## src/rsc_pkg.sv

```systemverilog
// Register map, field layout and constants of the receiver and converter control block
package rsc_pkg;
  // Register addresses on the serial control port
  localparam logic [6:0] RSC_ADDR_DELAY_MUTE = 7'h08;
  localparam logic [6:0] RSC_ADDR_RX_ONE     = 7'h09;
  localparam logic [6:0] RSC_ADDR_RX_TWO     = 7'h0a;
  // Reset values, second setup write mask and unmapped read value
  localparam logic [7:0] RSC_RST_DELAY_MUTE  = 8'h00;
  localparam logic [7:0] RSC_RST_RX_ONE      = 8'h00;
  localparam logic [7:0] RSC_RST_RX_TWO      = 8'h00;
  localparam logic [7:0] RSC_RX_TWO_WMASK    = 8'hf3;
  localparam logic [7:0] RSC_READ_UNMAPPED   = 8'h00;
  // Delay and mute fields
  localparam int RSC_SOFT_MUTE_BIT  = 7;
  localparam int RSC_DELAY_MSB      = 6;
  // First receiver setup fields
  localparam int RSC_UNLOCK_CLK_BIT = 7;
  localparam int RSC_RATIO_LSB      = 5;
  localparam int RSC_DEEMPH_BIT     = 4;
  localparam int RSC_FAULT_LSB      = 2;
  localparam int RSC_DROP_LSB       = 0;
  // Second receiver setup fields
  localparam int RSC_HARD_MUTE_BIT  = 7;
  localparam int RSC_REF_PORT_BIT   = 6;
  localparam int RSC_REF_SEL_LSB    = 4;
  localparam int RSC_BLK_NONAUD_BIT = 1;
  localparam int RSC_BLK_INVAL_BIT  = 0;
  // Two-bit field codes
  localparam logic [1:0] RSC_CODE_NONE = 2'h0;
  localparam logic [1:0] RSC_CODE_HOLD = 2'h1;
  localparam logic [1:0] RSC_CODE_ZERO = 2'h2;
  localparam logic [1:0] RSC_CODE_SOFT = 2'h3;
  localparam logic [1:0] RSC_RATIO_256 = 2'h1;
  localparam logic [1:0] RSC_RATIO_512 = 2'h2;
  // Oversampling ratio values
  localparam logic [9:0] RSC_OSR_128   = 10'h080;
  localparam logic [9:0] RSC_OSR_256   = 10'h100;
  localparam logic [9:0] RSC_OSR_512   = 10'h200;
  // Soft mute ramp and de-emphasis filter
  localparam int RSC_GAIN_BITS    = 6;
  localparam logic [RSC_GAIN_BITS:0] RSC_GAIN_FULL = 7'h40;
  localparam logic [RSC_GAIN_BITS:0] RSC_GAIN_ZERO = 7'h00;
  localparam logic [RSC_GAIN_BITS:0] RSC_GAIN_STEP = 7'h01;
  localparam int RSC_DEEMPH_SHIFT = 2;
endpackage

```

## src/rsc_rx_src_config_regs.sv

```systemverilog
// Receiver and sample rate converter control registers with sample handling
// Functional notes
// - Soft-mute bit ramps converter output to zero
// - Seven-bit field adds FIR delay in samples
// - Unlocked PLL: clock from PLL or internal one
// - Ratio code gives 128, 256, 512 times fs
// - Auto de-emphasis follows received channel status
// - Parity/biphase error: none, hold, or zero
// - Lock loss: none, hold, zeros, soft mute
// - Hard mute zeroes receiver audio output
// - PLL reference: preambles or serial port clock
// - Port select picks playback, aux, record, auxout
// - Nonaudio block bit keeps data from converter
// - Compressed payloads never reach the converter
// - Invalid block bit keeps data from converter
`timescale 1ns/1ns
module rsc_rx_src_config_regs
  import rsc_pkg::*;
#(
  parameter int W = 24
)(
  input  wire logic         clk,
  input  wire logic         nrst,
  input  wire logic [6:0]   regAddr,
  input  wire logic [7:0]   regWrData,
  input  wire logic         regWrEn,
  output logic      [7:0]   regRdData,
  input  wire logic         pllLockedPin,
  input  wire logic         rxInValid,
  input  wire logic         rxInChan,
  input  wire logic [W-1:0] rxInSample,
  input  wire logic         rxParityErr,
  input  wire logic         rxBiphaseErr,
  input  wire logic         rxValidityFlag,
  input  wire logic         rxNonAudio,
  input  wire logic         rxEmphFlag,
  input  wire logic         srcInValid,
  input  wire logic [W-1:0] srcInSample,
  output logic              rxOutValid,
  output logic              rxOutChan,
  output logic      [W-1:0] rxOutSample,
  output logic              srcFeedValid,
  output logic              srcOutValid,
  output logic      [W-1:0] srcOutSample,
  output logic      [6:0]   firExtraDelay,
  output logic              rxClkUseInternal,
  output logic      [9:0]   rxClkRatio,
  output logic              pllRefFromPort,
  output logic      [3:0]   pllRefPort,
  output logic              deemphActive
);

  // Sample width must leave room for the ramp arithmetic
  if (W < 8) begin : g_bad_width
    $error("rsc_rx_src_config_regs: W below 8");
  end

  // Scale a sample by a ramp gain; full gain passes the sample unchanged
  function automatic logic [W-1:0] scaleSample(input logic [W-1:0] s, input logic [RSC_GAIN_BITS:0] g);
    logic signed [W+RSC_GAIN_BITS+1:0] p;
    p = $signed(s) * $signed({1'b0, g});
    return p[W+RSC_GAIN_BITS-1:RSC_GAIN_BITS];
  endfunction
  logic [7:0]   delayMute_reg, delayMute_next;     // Delay and soft mute register
  logic [7:0]   rxOne_reg, rxOne_next;             // First receiver setup
  logic [7:0]   rxTwo_reg, rxTwo_next;             // Second receiver setup
  logic         lockMeta_reg;                      // Lock synchroniser, first stage
  logic         lockSync_reg;                      // Lock synchroniser, second stage
  logic [W-1:0] lastGood_reg [2], lastGood_next [2]; // Last valid sample per channel
  logic [W-1:0] deemState_reg [2], deemState_next [2]; // Filter state per channel
  logic [RSC_GAIN_BITS:0] lockGain_reg, lockGain_next; // Lock-loss ramp gain
  logic [RSC_GAIN_BITS:0] srcGain_reg, srcGain_next;   // Converter ramp gain
  logic         rxOutValid_reg, rxOutValid_next;
  logic         rxOutChan_reg, rxOutChan_next;
  logic [W-1:0] rxOutSample_reg, rxOutSample_next;
  logic         srcFeed_reg, srcFeed_next;
  logic         srcOutValid_reg, srcOutValid_next;
  logic [W-1:0] srcOutSample_reg, srcOutSample_next;
  logic [1:0]   faultCode, dropCode, ratioCode;    // Decoded fields
  logic         rxErr, pllLost, blockFeed;
  logic [W-1:0] baseSample, deemSample;
  // Field decode
  assign faultCode = rxOne_reg[RSC_FAULT_LSB +: 2];
  assign dropCode  = rxOne_reg[RSC_DROP_LSB +: 2];
  assign ratioCode = rxOne_reg[RSC_RATIO_LSB +: 2];
  assign rxErr     = rxParityErr | rxBiphaseErr;
  assign pllLost   = ~lockSync_reg;
  assign firExtraDelay = delayMute_reg[RSC_DELAY_MSB:0];
  assign rxClkUseInternal = pllLost & rxOne_reg[RSC_UNLOCK_CLK_BIT];
  assign pllRefFromPort = rxTwo_reg[RSC_REF_PORT_BIT];
  assign deemphActive = rxOne_reg[RSC_DEEMPH_BIT] & rxEmphFlag;
  assign rxOutValid   = rxOutValid_reg;
  assign rxOutChan    = rxOutChan_reg;
  assign rxOutSample  = rxOutSample_reg;
  assign srcFeedValid = srcFeed_reg;
  assign srcOutValid  = srcOutValid_reg;
  assign srcOutSample = srcOutSample_reg;
  // Ratio and port decode; reserved ratio reads as 128
  always_comb
  begin
    unique case (ratioCode)
      RSC_RATIO_256: rxClkRatio = RSC_OSR_256;
      RSC_RATIO_512: rxClkRatio = RSC_OSR_512;
      default:       rxClkRatio = RSC_OSR_128;   // reserved code
    endcase
    // one-hot port select, idle while preambles are the reference
    pllRefPort = 4'h0;
    if (pllRefFromPort)
      pllRefPort[rxTwo_reg[RSC_REF_SEL_LSB +: 2]] = 1'b1;
  end

  // Register read; unmapped addresses read zero
  always_comb
  begin
    unique case (regAddr)
      RSC_ADDR_DELAY_MUTE: regRdData = delayMute_reg;
      RSC_ADDR_RX_ONE:     regRdData = rxOne_reg;
      RSC_ADDR_RX_TWO:     regRdData = rxTwo_reg;
      default:             regRdData = RSC_READ_UNMAPPED;
    endcase
  end

  // Register write; reserved bits of the second setup stay zero
  always_comb
  begin
    delayMute_next = delayMute_reg;
    rxOne_next     = rxOne_reg;
    rxTwo_next     = rxTwo_reg;
    if (regWrEn && regAddr == RSC_ADDR_DELAY_MUTE)
      delayMute_next = regWrData;
    if (regWrEn && regAddr == RSC_ADDR_RX_ONE)
      rxOne_next = regWrData;
    if (regWrEn && regAddr == RSC_ADDR_RX_TWO)
      rxTwo_next = regWrData & RSC_RX_TWO_WMASK;
  end
  // Registers and lock synchroniser; lock pin is asynchronous, so two stages before use
  always_ff @(posedge clk or negedge nrst)
  begin
    if (!nrst)
    begin
      delayMute_reg <= RSC_RST_DELAY_MUTE;
      rxOne_reg     <= RSC_RST_RX_ONE;
      rxTwo_reg     <= RSC_RST_RX_TWO;
      lockMeta_reg  <= 1'b0;
      lockSync_reg  <= 1'b0;
    end
    else
    begin
      delayMute_reg <= delayMute_next;
      rxOne_reg     <= rxOne_next;
      rxTwo_reg     <= rxTwo_next;
      lockMeta_reg  <= pllLockedPin;
      lockSync_reg  <= lockMeta_reg;
    end
  end
  // Receiver sample path: fault, lock loss, de-emphasis, mute, gating
  always_comb
  begin
    lastGood_next   = lastGood_reg;
    deemState_next  = deemState_reg;
    lockGain_next   = lockGain_reg;
    rxOutValid_next = rxInValid;
    rxOutChan_next  = rxOutChan_reg;
    rxOutSample_next = rxOutSample_reg;
    srcFeed_next    = 1'b0;
    baseSample      = rxInSample;
    // error handling, reserved code does nothing
    if (rxErr && faultCode == RSC_CODE_HOLD)
      baseSample = lastGood_reg[rxInChan];
    else if (rxErr && faultCode == RSC_CODE_ZERO)
      baseSample = '0;
    // lock-loss hold, zero and soft codes override the error path
    if (pllLost)
    begin
      unique case (dropCode)
        RSC_CODE_HOLD: baseSample = lastGood_reg[rxInChan];
        RSC_CODE_ZERO: baseSample = '0;
        RSC_CODE_SOFT: baseSample = scaleSample(lastGood_reg[rxInChan], lockGain_reg);
        default:       baseSample = baseSample;
      endcase
    end
    deemSample = deemState_reg[rxInChan] +
                 W'($signed(baseSample - deemState_reg[rxInChan]) >>> RSC_DEEMPH_SHIFT);
    if (rxInValid)
    begin
      rxOutChan_next           = rxInChan;
      deemState_next[rxInChan] = deemSample;
      // hard mute zeroes the sample at once
      rxOutSample_next = rxTwo_reg[RSC_HARD_MUTE_BIT] ? '0 : (deemphActive ? deemSample : baseSample);
      if (!rxErr && !pllLost)
        lastGood_next[rxInChan] = rxInSample;
      // lock-loss ramp steps once per sample
      if (pllLost && dropCode == RSC_CODE_SOFT)
        lockGain_next = (lockGain_reg == RSC_GAIN_ZERO) ? RSC_GAIN_ZERO : lockGain_reg - RSC_GAIN_STEP;
      else
        lockGain_next = RSC_GAIN_FULL;
      srcFeed_next = ~blockFeed;
    end
  end
  assign blockFeed = rxTwo_reg[RSC_BLK_NONAUD_BIT] | rxNonAudio |
                     (rxTwo_reg[RSC_BLK_INVAL_BIT] & rxValidityFlag);
  always_ff @(posedge clk or negedge nrst)
  begin
    if (!nrst)
    begin
      lastGood_reg     <= '{default: '0};
      deemState_reg    <= '{default: '0};
      lockGain_reg     <= RSC_GAIN_FULL;
      rxOutValid_reg   <= 1'b0;
      rxOutChan_reg    <= 1'b0;
      rxOutSample_reg  <= '0;
      srcFeed_reg      <= 1'b0;
    end
    else
    begin
      lastGood_reg     <= lastGood_next;
      deemState_reg    <= deemState_next;
      lockGain_reg     <= lockGain_next;
      rxOutValid_reg   <= rxOutValid_next;
      rxOutChan_reg    <= rxOutChan_next;
      rxOutSample_reg  <= rxOutSample_next;
      srcFeed_reg      <= srcFeed_next;
    end
  end

  // converter output soft mute ramp, one step per sample
  always_comb
  begin
    srcGain_next      = srcGain_reg;
    srcOutValid_next  = srcInValid;
    srcOutSample_next = srcOutSample_reg;
    if (srcInValid)
    begin
      srcOutSample_next = scaleSample(srcInSample, srcGain_reg);
      if (delayMute_reg[RSC_SOFT_MUTE_BIT])
        srcGain_next = (srcGain_reg == RSC_GAIN_ZERO) ? RSC_GAIN_ZERO : srcGain_reg - RSC_GAIN_STEP;
      else
        srcGain_next = (srcGain_reg == RSC_GAIN_FULL) ? RSC_GAIN_FULL : srcGain_reg + RSC_GAIN_STEP;
    end
  end

  always_ff @(posedge clk or negedge nrst)
  begin
    if (!nrst)
    begin
      srcGain_reg      <= RSC_GAIN_FULL;
      srcOutValid_reg  <= 1'b0;
      srcOutSample_reg <= '0;
    end
    else
    begin
      srcGain_reg      <= srcGain_next;
      srcOutValid_reg  <= srcOutValid_next;
      srcOutSample_reg <= srcOutSample_next;
    end
  end

  // Checks next to the logic they guard
  a_hard_mute_zero: assert property (@(posedge clk) disable iff (!nrst)
    rxInValid && rxTwo_reg[RSC_HARD_MUTE_BIT] |=> rxOutValid && rxOutSample == '0)
    else $error("hard mute let a sample through");
  a_error_zeroed: assert property (@(posedge clk) disable iff (!nrst)
    rxInValid && rxErr && lockSync_reg && faultCode == RSC_CODE_ZERO && !deemphActive
    |=> rxOutSample == '0) else $error("errored sample not zeroed");
  a_lock_hold: assert property (@(posedge clk) disable iff (!nrst)
    rxInValid && pllLost && dropCode == RSC_CODE_HOLD && !deemphActive && !rxTwo_reg[RSC_HARD_MUTE_BIT]
    |=> rxOutSample == $past(lastGood_reg[rxInChan])) else $error("lock loss did not hold");
  a_feed_blocked: assert property (@(posedge clk) disable iff (!nrst)
    rxInValid && rxNonAudio |=> !srcFeedValid) else $error("compressed data fed converter");
  a_feed_valid: assert property (@(posedge clk) disable iff (!nrst)
    rxInValid && !rxNonAudio && !rxValidityFlag && !rxTwo_reg[RSC_BLK_NONAUD_BIT]
    |=> srcFeedValid) else $error("valid frame kept from converter");
  a_unlock_clock: assert property (@(posedge clk) disable iff (!nrst)
    rxClkUseInternal == (!lockSync_reg && rxOne_reg[RSC_UNLOCK_CLK_BIT])) else $error("clock select wrong");
  a_ratio_decode: assert property (@(posedge clk) disable iff (!nrst)
    ratioCode == RSC_RATIO_512 |-> rxClkRatio == RSC_OSR_512) else $error("ratio decode wrong");
  a_ref_port: assert property (@(posedge clk) disable iff (!nrst)
    pllRefFromPort |-> $onehot(pllRefPort)) else $error("reference port not one-hot");
  a_soft_ramp: assert property (@(posedge clk) disable iff (!nrst)
    srcInValid && delayMute_reg[RSC_SOFT_MUTE_BIT] && srcGain_reg != RSC_GAIN_ZERO
    |=> srcGain_reg == $past(srcGain_reg) - RSC_GAIN_STEP) else $error("soft mute ramp stalled");
  a_write_delay: assert property (@(posedge clk) disable iff (!nrst)
    regWrEn && regAddr == RSC_ADDR_DELAY_MUTE |=> firExtraDelay == $past(regWrData[RSC_DELAY_MSB:0]))
    else $error("delay field not written");

endmodule

```

## config.mk

```make
export PLATFORM = sky130hd
export DESIGN_NAME = rsc_rx_src_config_regs
export DESIGN_NICKNAME = d
export VERILOG_FILES = /design/src/rsc_pkg.sv /design/src/rsc_rx_src_config_regs.sv
export SDC_FILE = /design/constraint.sdc
export NUM_CORES = 1
export LEC_CHECK = 0
export ABC_AREA = 1
export BUFFER_PORTS_ARGS = -buffer_cell sky130_fd_sc_hd__buf_2
export CAP_MARGIN = 10
export CORE_MARGIN = 4
export CORE_UTILIZATION = 45
export CTS_BUF_LIST = sky130_fd_sc_hd__clkbuf_4 sky130_fd_sc_hd__clkbuf_8 sky130_fd_sc_hd__clkbuf_16
export CTS_CLUSTER_DIAMETER = 150
export CTS_CLUSTER_SIZE = 14
export DETAILED_ROUTE_END_ITERATION = 8
export HOLD_SLACK_MARGIN = 0.03
export PLACE_DENSITY_LB_ADDON = 0.15
export SYNTH_ARGS = -nofsm -noshare
export SYNTH_HDL_FRONTEND = slang
export SYNTH_SLANG_ARGS = --single-unit
```

## constraint.sdc

```tcl
create_clock -name clk -period 8.5 [get_ports clk]
set_input_delay 1.275 -clock clk [delete_from_list [all_inputs] [get_ports clk]]
set_output_delay 1.275 -clock clk [all_outputs]
set_load 0.01 [all_outputs]
```

# Word level (Yosys, flattened, before mapping)
# Cells that the tools add are included.
[classes]
add_sub_neg = 5
mul = 2
magnitude_cmp = 4
eq_ne = 11
n_mux = 27
n_bitwise = 9
n_reduce_logical = 13
[op_table]
columns = ["cell", "n"]
rows = [
  ["$mux W24", 12],
  ["$bwmux W48", 2],
  ["$pmux W24 S3", 1],
  ["$mul A24 B8 Y30", 2],
  ["$mux W7", 5],
  ["$add A24 B24 Y24", 1],
  ["$demux W24 S1", 1],
  ["$pmux W8 S3", 1],
  ["$sub A24 B24 Y24", 1],
  ["$eq A7 B4 Y1 const B", 3],
  ["$pmux W10 S2", 1],
  ["$logic_not A7 Y1", 2],
  ["$sub A7 B1 Y7 const B", 2],
  ["$logic_and A1 B1 Y1", 9],
  ["$eq A2 B2 Y1 const B", 4],
  ["$add A7 B1 Y7 const B", 1],
  ["$eq A7 B7 Y1 const B", 1],
  ["$eq A2 B1 Y1 const B", 3],
  ["$mux W4", 1],
  ["$and A1 B1 Y1", 3],
  ["$lt A2 B3 Y1 const B", 1],
  ["$or A1 B1 Y1", 3],
  ["$demux W1 S2", 1],
  ["$ge A2 B1 Y1 const B", 1],
  ["other kinds (7)", 9],
]
[word_totals]
regBits = 186
in_bits = 75
out_inout_bits = 84
elab_cells = 88

# Longest topological paths before layout
[depth]
depth_word = 11
mapped_depth = 57

# Least setup slack after synthesis
# No wires, ideal clock.
[synth_timing]
kind = "input port to flip-flop"
from = "input port rxInChan"
to = "register rxOutSample_reg[22], in the netlist rxOutSample[22]"
arrival_time_ps = 8639
slack_ps = -255
path_stages = 46
path_cell_list = "buf_6 buf_2 clkbuf_1 o21ai_1 or2_2 fa_1 fa_1 inv_1 fa_1 inv_1 fa_1 inv_1 ha_1 a21oi_1 o21ai_0 a21oi_1 nand2_1 nand2_1 [... 10 more ...] a21oi_1 nand2_1 nand4_1 o211ai_1 xor2_1 ha_1 nand2_1 nor4_1 nand3_1 nand3_1 nand3_1 nand2_1 xor2_1 nand2_1 nand2_1 inv_1 nand2_1 nand2_1"
[synth_between]
elab_chain_cells = 11
word_cells_on_any_way = 15
cone_classes = "add/sub: 2; mul: 1; mux: 11; bitwise: 1"
[synth_lines]
columns = ["element", "line", "text"]
rows = [
  ["from (decl)", "rsc_rx_src_config_regs.sv:30", "input wire logic rxInChan,"],
  ["$not A1 Y2 (implied by the code) *", "--", ""],
  ["$mux W24 (implied by the code) (3 in series)", "rsc_rx_src_config_regs.sv:169, rsc_rx_src_config_regs.sv:176, rsc_rx_src_config_regs.sv:178", ""],
  ["$mul A24 B8 Y30 / $mux W24 (equally long branches)", "rsc_rx_src_config_regs.sv:61, rsc_rx_src_config_regs.sv:168", ""],
  ["$pmux W24 S3", "rsc_rx_src_config_regs.sv:175", "unique case (dropCode)"],
  ["$mux W24", "rsc_rx_src_config_regs.sv:173", "if (pllLost)"],
  ["$sub A24 B24 Y24", "rsc_rx_src_config_regs.sv:183", "W'($signed(baseSample - deemState_reg[rxInChan]) >>> RSC_DEEMPH_SHIFT);"],
  ["$add A24 B24 Y24", "rsc_rx_src_config_regs.sv:182", "deemSample = deemState_reg[rxInChan] +"],
  ["$mux W24 * (2 in series)", "rsc_rx_src_config_regs.sv:189", "rxOutSample_next = rxTwo_reg[RSC_HARD_MUTE_BIT] ? '0 : (deemphActive ? deemSample : baseSample);"],
  ["to (signal assigned)", "rsc_rx_src_config_regs.sv:221", "rxOutSample_reg <= rxOutSample_next;"],
  ["to (decl)", "rsc_rx_src_config_regs.sv:75", "logic [W-1:0] rxOutSample_reg, rxOutSample_next;"],
]
# Every way passes the cells marked *; elsewhere a longest branch is shown, timed or not. The select of a mux whose other input is x is not followed.
# A chain may end at the register's enable or synchronous reset.

# Final worst setup path
# Same ends and word-level chain as after synthesis.

==> run summary <==
status: finished clean
share of flip-flops with an asynchronous set or reset: 100.0%
ys flop type: dfrtp_1
Port Buffers: 151
Tmin final: 8.271 ns
Final ANT Viol Nets: 0
gr busiest metal: met2
commonest non-fill, non-tap cell in the layout: nand2_1
nets: 4089
GR Layer Usage met2: 45.46%
Crit. Startpoint: rxInChan
Syn Area/Cell: 7.331 µm²
Area Overhead vs Synth: 25.97%
first-pass detailed-route iteration total: 5
Max Cap Viol: 0
clk slew on worst S/H paths: 0.08 ns
setup slack after layout: 0.2291 ns
Post-Syn Area: 23000 µm²
Place WS: -1.075 ns
largest net degree at the start of global routing: 74
core footprint: 50380 µm²
Crit Path Category: input port to register
RSZ-0062 raised after global routing: true
Worst Path Required: 8.89 ns
mux contribution to synthesized area: 0.4297%
min-delay src: lockMeta_reg
period utilization: 97.30%
DP HPWL: 58390 µm
FP Rows: 82
met1 usage: 34.04%
GRT met3 Usage: 4.470%
total die area: 54800 µm²
vias: 21970
Critical Path Sink Type: register
GR Util All Layers: 26.73%
Post-synth EDFFs: 0
CP max FO: 9
# DRC: 0
DRT Wirelength: 72260 µm
Max Clk Rate: 120.9 MHz
ranking of synthesized cells by area: fa_1 (21%), dfrtp_1 (20%), nand2_1 (12%), inv_1 (10%), ha_1 (9.1%)
Startpoint Class: input port
slowest stage cell, crit path: fa_1
relative slew slack: 18.89%
CTS root buf: clkbuf_16
clk sinks: 186
Compound-Gate Fraction of Synth Area: 12.15%
most frequent cells in the layout: nand2_1 (689), inv_1 (615), buf_4 (386)
IO Pins: 159
Synth Instances: 3138
Synth Area in XOR/XNOR: 2.665%
cts bufs inserted: 17
die height: 234.1 µm
Adder-Cell Fraction of Synth Area: 30.11%
synthesized flop and latch total: 186
Max H-tree Level: 4
Synth Warn #: 0
vias in the first global route: 22500
crit-path most repeated cell: nand2_1
final-report max-slew violation count: 0
Setup Skew: 0.01401 ns
Worst Max-Slew Pin Slew: 1.217 ns
Worst EP arrival: 8.66 ns
Crit path largest cell delay: 0.53 ns
GRT overflow: 0
clk buf depth: 2
CTS tree: done
initial antenna violation count: 1
Starting Density: 45.66%
main combinational cell family by area after synthesis: adder cells
routed len/inst: 16.84 µm
Worst-Skew Late Latency: 0.49 ns
first-pass GRT wire length: 115900 µm
Simple-Gate Fraction of Synth Area: 21.95%
initial drt markers: 1328
Fin. Hold Viols: 0
Die Wd: 234.1 µm
global placer's final weighted congestion: 0.9704
fin util: 57.52%
CTS Hold Buffers Added: 0
sequential fraction of the synthesis area: 20.24%
post-synth top area share: 20.97%
Setup-failing EPs final: 0
worst hold-check path type: register to register
post-synth top area cell: fa_1
R2R Path Start: lastGood_reg[8]
Netlist cell types: 60
fraction of layout cells with a size suffix above 1: 24.32%
via/cell ratio: 5.119
worst paths after layout:
path | endpoint | slack (ns) | depth (start not counted)
setup / recovery | rxOutSample[22] | 0.23 | 50
hold / removal | lockSync_reg | 0.35 | 0
setup reg to reg | rxOutSample[23] | 0.77 | 49
hold reg to reg | lockSync_reg | 0.35 | 0
max in group asynchronous | srcOutSample[18] | 5.77 | 3
min in group asynchronous | lastGood_reg[13] | 0.79 | 1
critical path: cells and delay by family:
| family | cells | cell delay [ns] |
|---|---|---|
| compound gates | 10 | 1.30 |
| xor+xnor | 2 | 0.37 |
| buf+inv | 11 | 0.90 |
| simple gates | 20 | 1.84 |
| fa+ha+maj | 7 | 2.92 |
routing by layer:
layer  vias to the layer above  part of all wire (%)
li1                      10640                     -
met1                     10600                    42
met2                       587                    49
met3                       141                   5.2
met4                         0                   4.0
met5                         -                     0
synth_stat cells (5+ instances only):
| master | number |
|---|---|
| nand2_1 | 729 |
| xor2_1 | 47 |
| nand3b_1 | 6 |
| nand4_1 | 18 |
| nand2_4 | 7 |
| o21bai_1 | 8 |
| o21ai_2 | 6 |
| nand3_1 | 91 |
| inv_1 | 625 |
| o221ai_1 | 8 |
| o211ai_1 | 22 |
| a211oi_1 | 5 |
| nor3_1 | 22 |
| a31oi_1 | 13 |
| o21ai_1 | 19 |
| clkinv_1 | 7 |
| clkbuf_1 | 80 |
| buf_4 | 14 |
| nor2_1 | 253 |
| or2_2 | 47 |
| xnor2_1 | 23 |
| o21ai_0 | 243 |
| buf_1 | 8 |
| nor4_1 | 9 |
| dfrtp_1 | 184 |
| a21o_1 | 8 |
| fa_1 | 241 |
| nand2_2 | 20 |
| mux2_2 | 7 |
| a21oi_1 | 148 |
| a22oi_1 | 6 |
| ha_1 | 168 |
final cells by class:
type / count / area (µm²)
well taps: 672 / 840.8
clock inverters: 13 / 142.6
inverters: 636 / 2397
flip-flops and latches: 186 / 4657
fillers: 4793 / 21400
multi-input cells: 2215 / 16670
clock buffers: 19 / 440.4
repair buffers: 549 / 3830
diodes: 1 / 2.502
logic make-up (layout without fill, tap and decap cells):
group,after synthesis,count (layout)
adder cells (fa/ha/maj),409,409
XOR/XNOR,70,70
multiplexers,9,9
AND/OR/NAND/NOR,1213,1213
flip-flops,186,186
other,1,8
AO/OA/AOI/OAI,507,507
buffers and inverters,743,1217
metrics by stage:
| stage | cell area, µm² | TNS [ns] | hold slack [ns] | std cells |
|---|---|---|---|---|
| floorplan | 23080 | 0 | 0.3312 | 3144 |
| global placement | 26960 | -26.97 | 0.3356 | 4226 |
| detailed placement | 26960 | -30.75 | 0.3402 | 4226 |
| CTS | 27730 | 0 | 0.3504 | 4259 |
| global route | 28980 | -1.829 | 0.3493 | 4290 |
| finish | 28980 | 0 | 0.3474 | 4291 |
repair_timing:
| action | 4_1_cts | 5_1_grt |
|---|---|---|
| pin swaps | 12 | 88 |
| gates resized for setup | 38 | 240 |
| endpoints found under the setup margin | 37 | 51 |
| setup buffers | 1 | 31 |
Power is not shown: default switching activity piles up to over one toggle a cycle in this logic, so the estimate is an artifact.
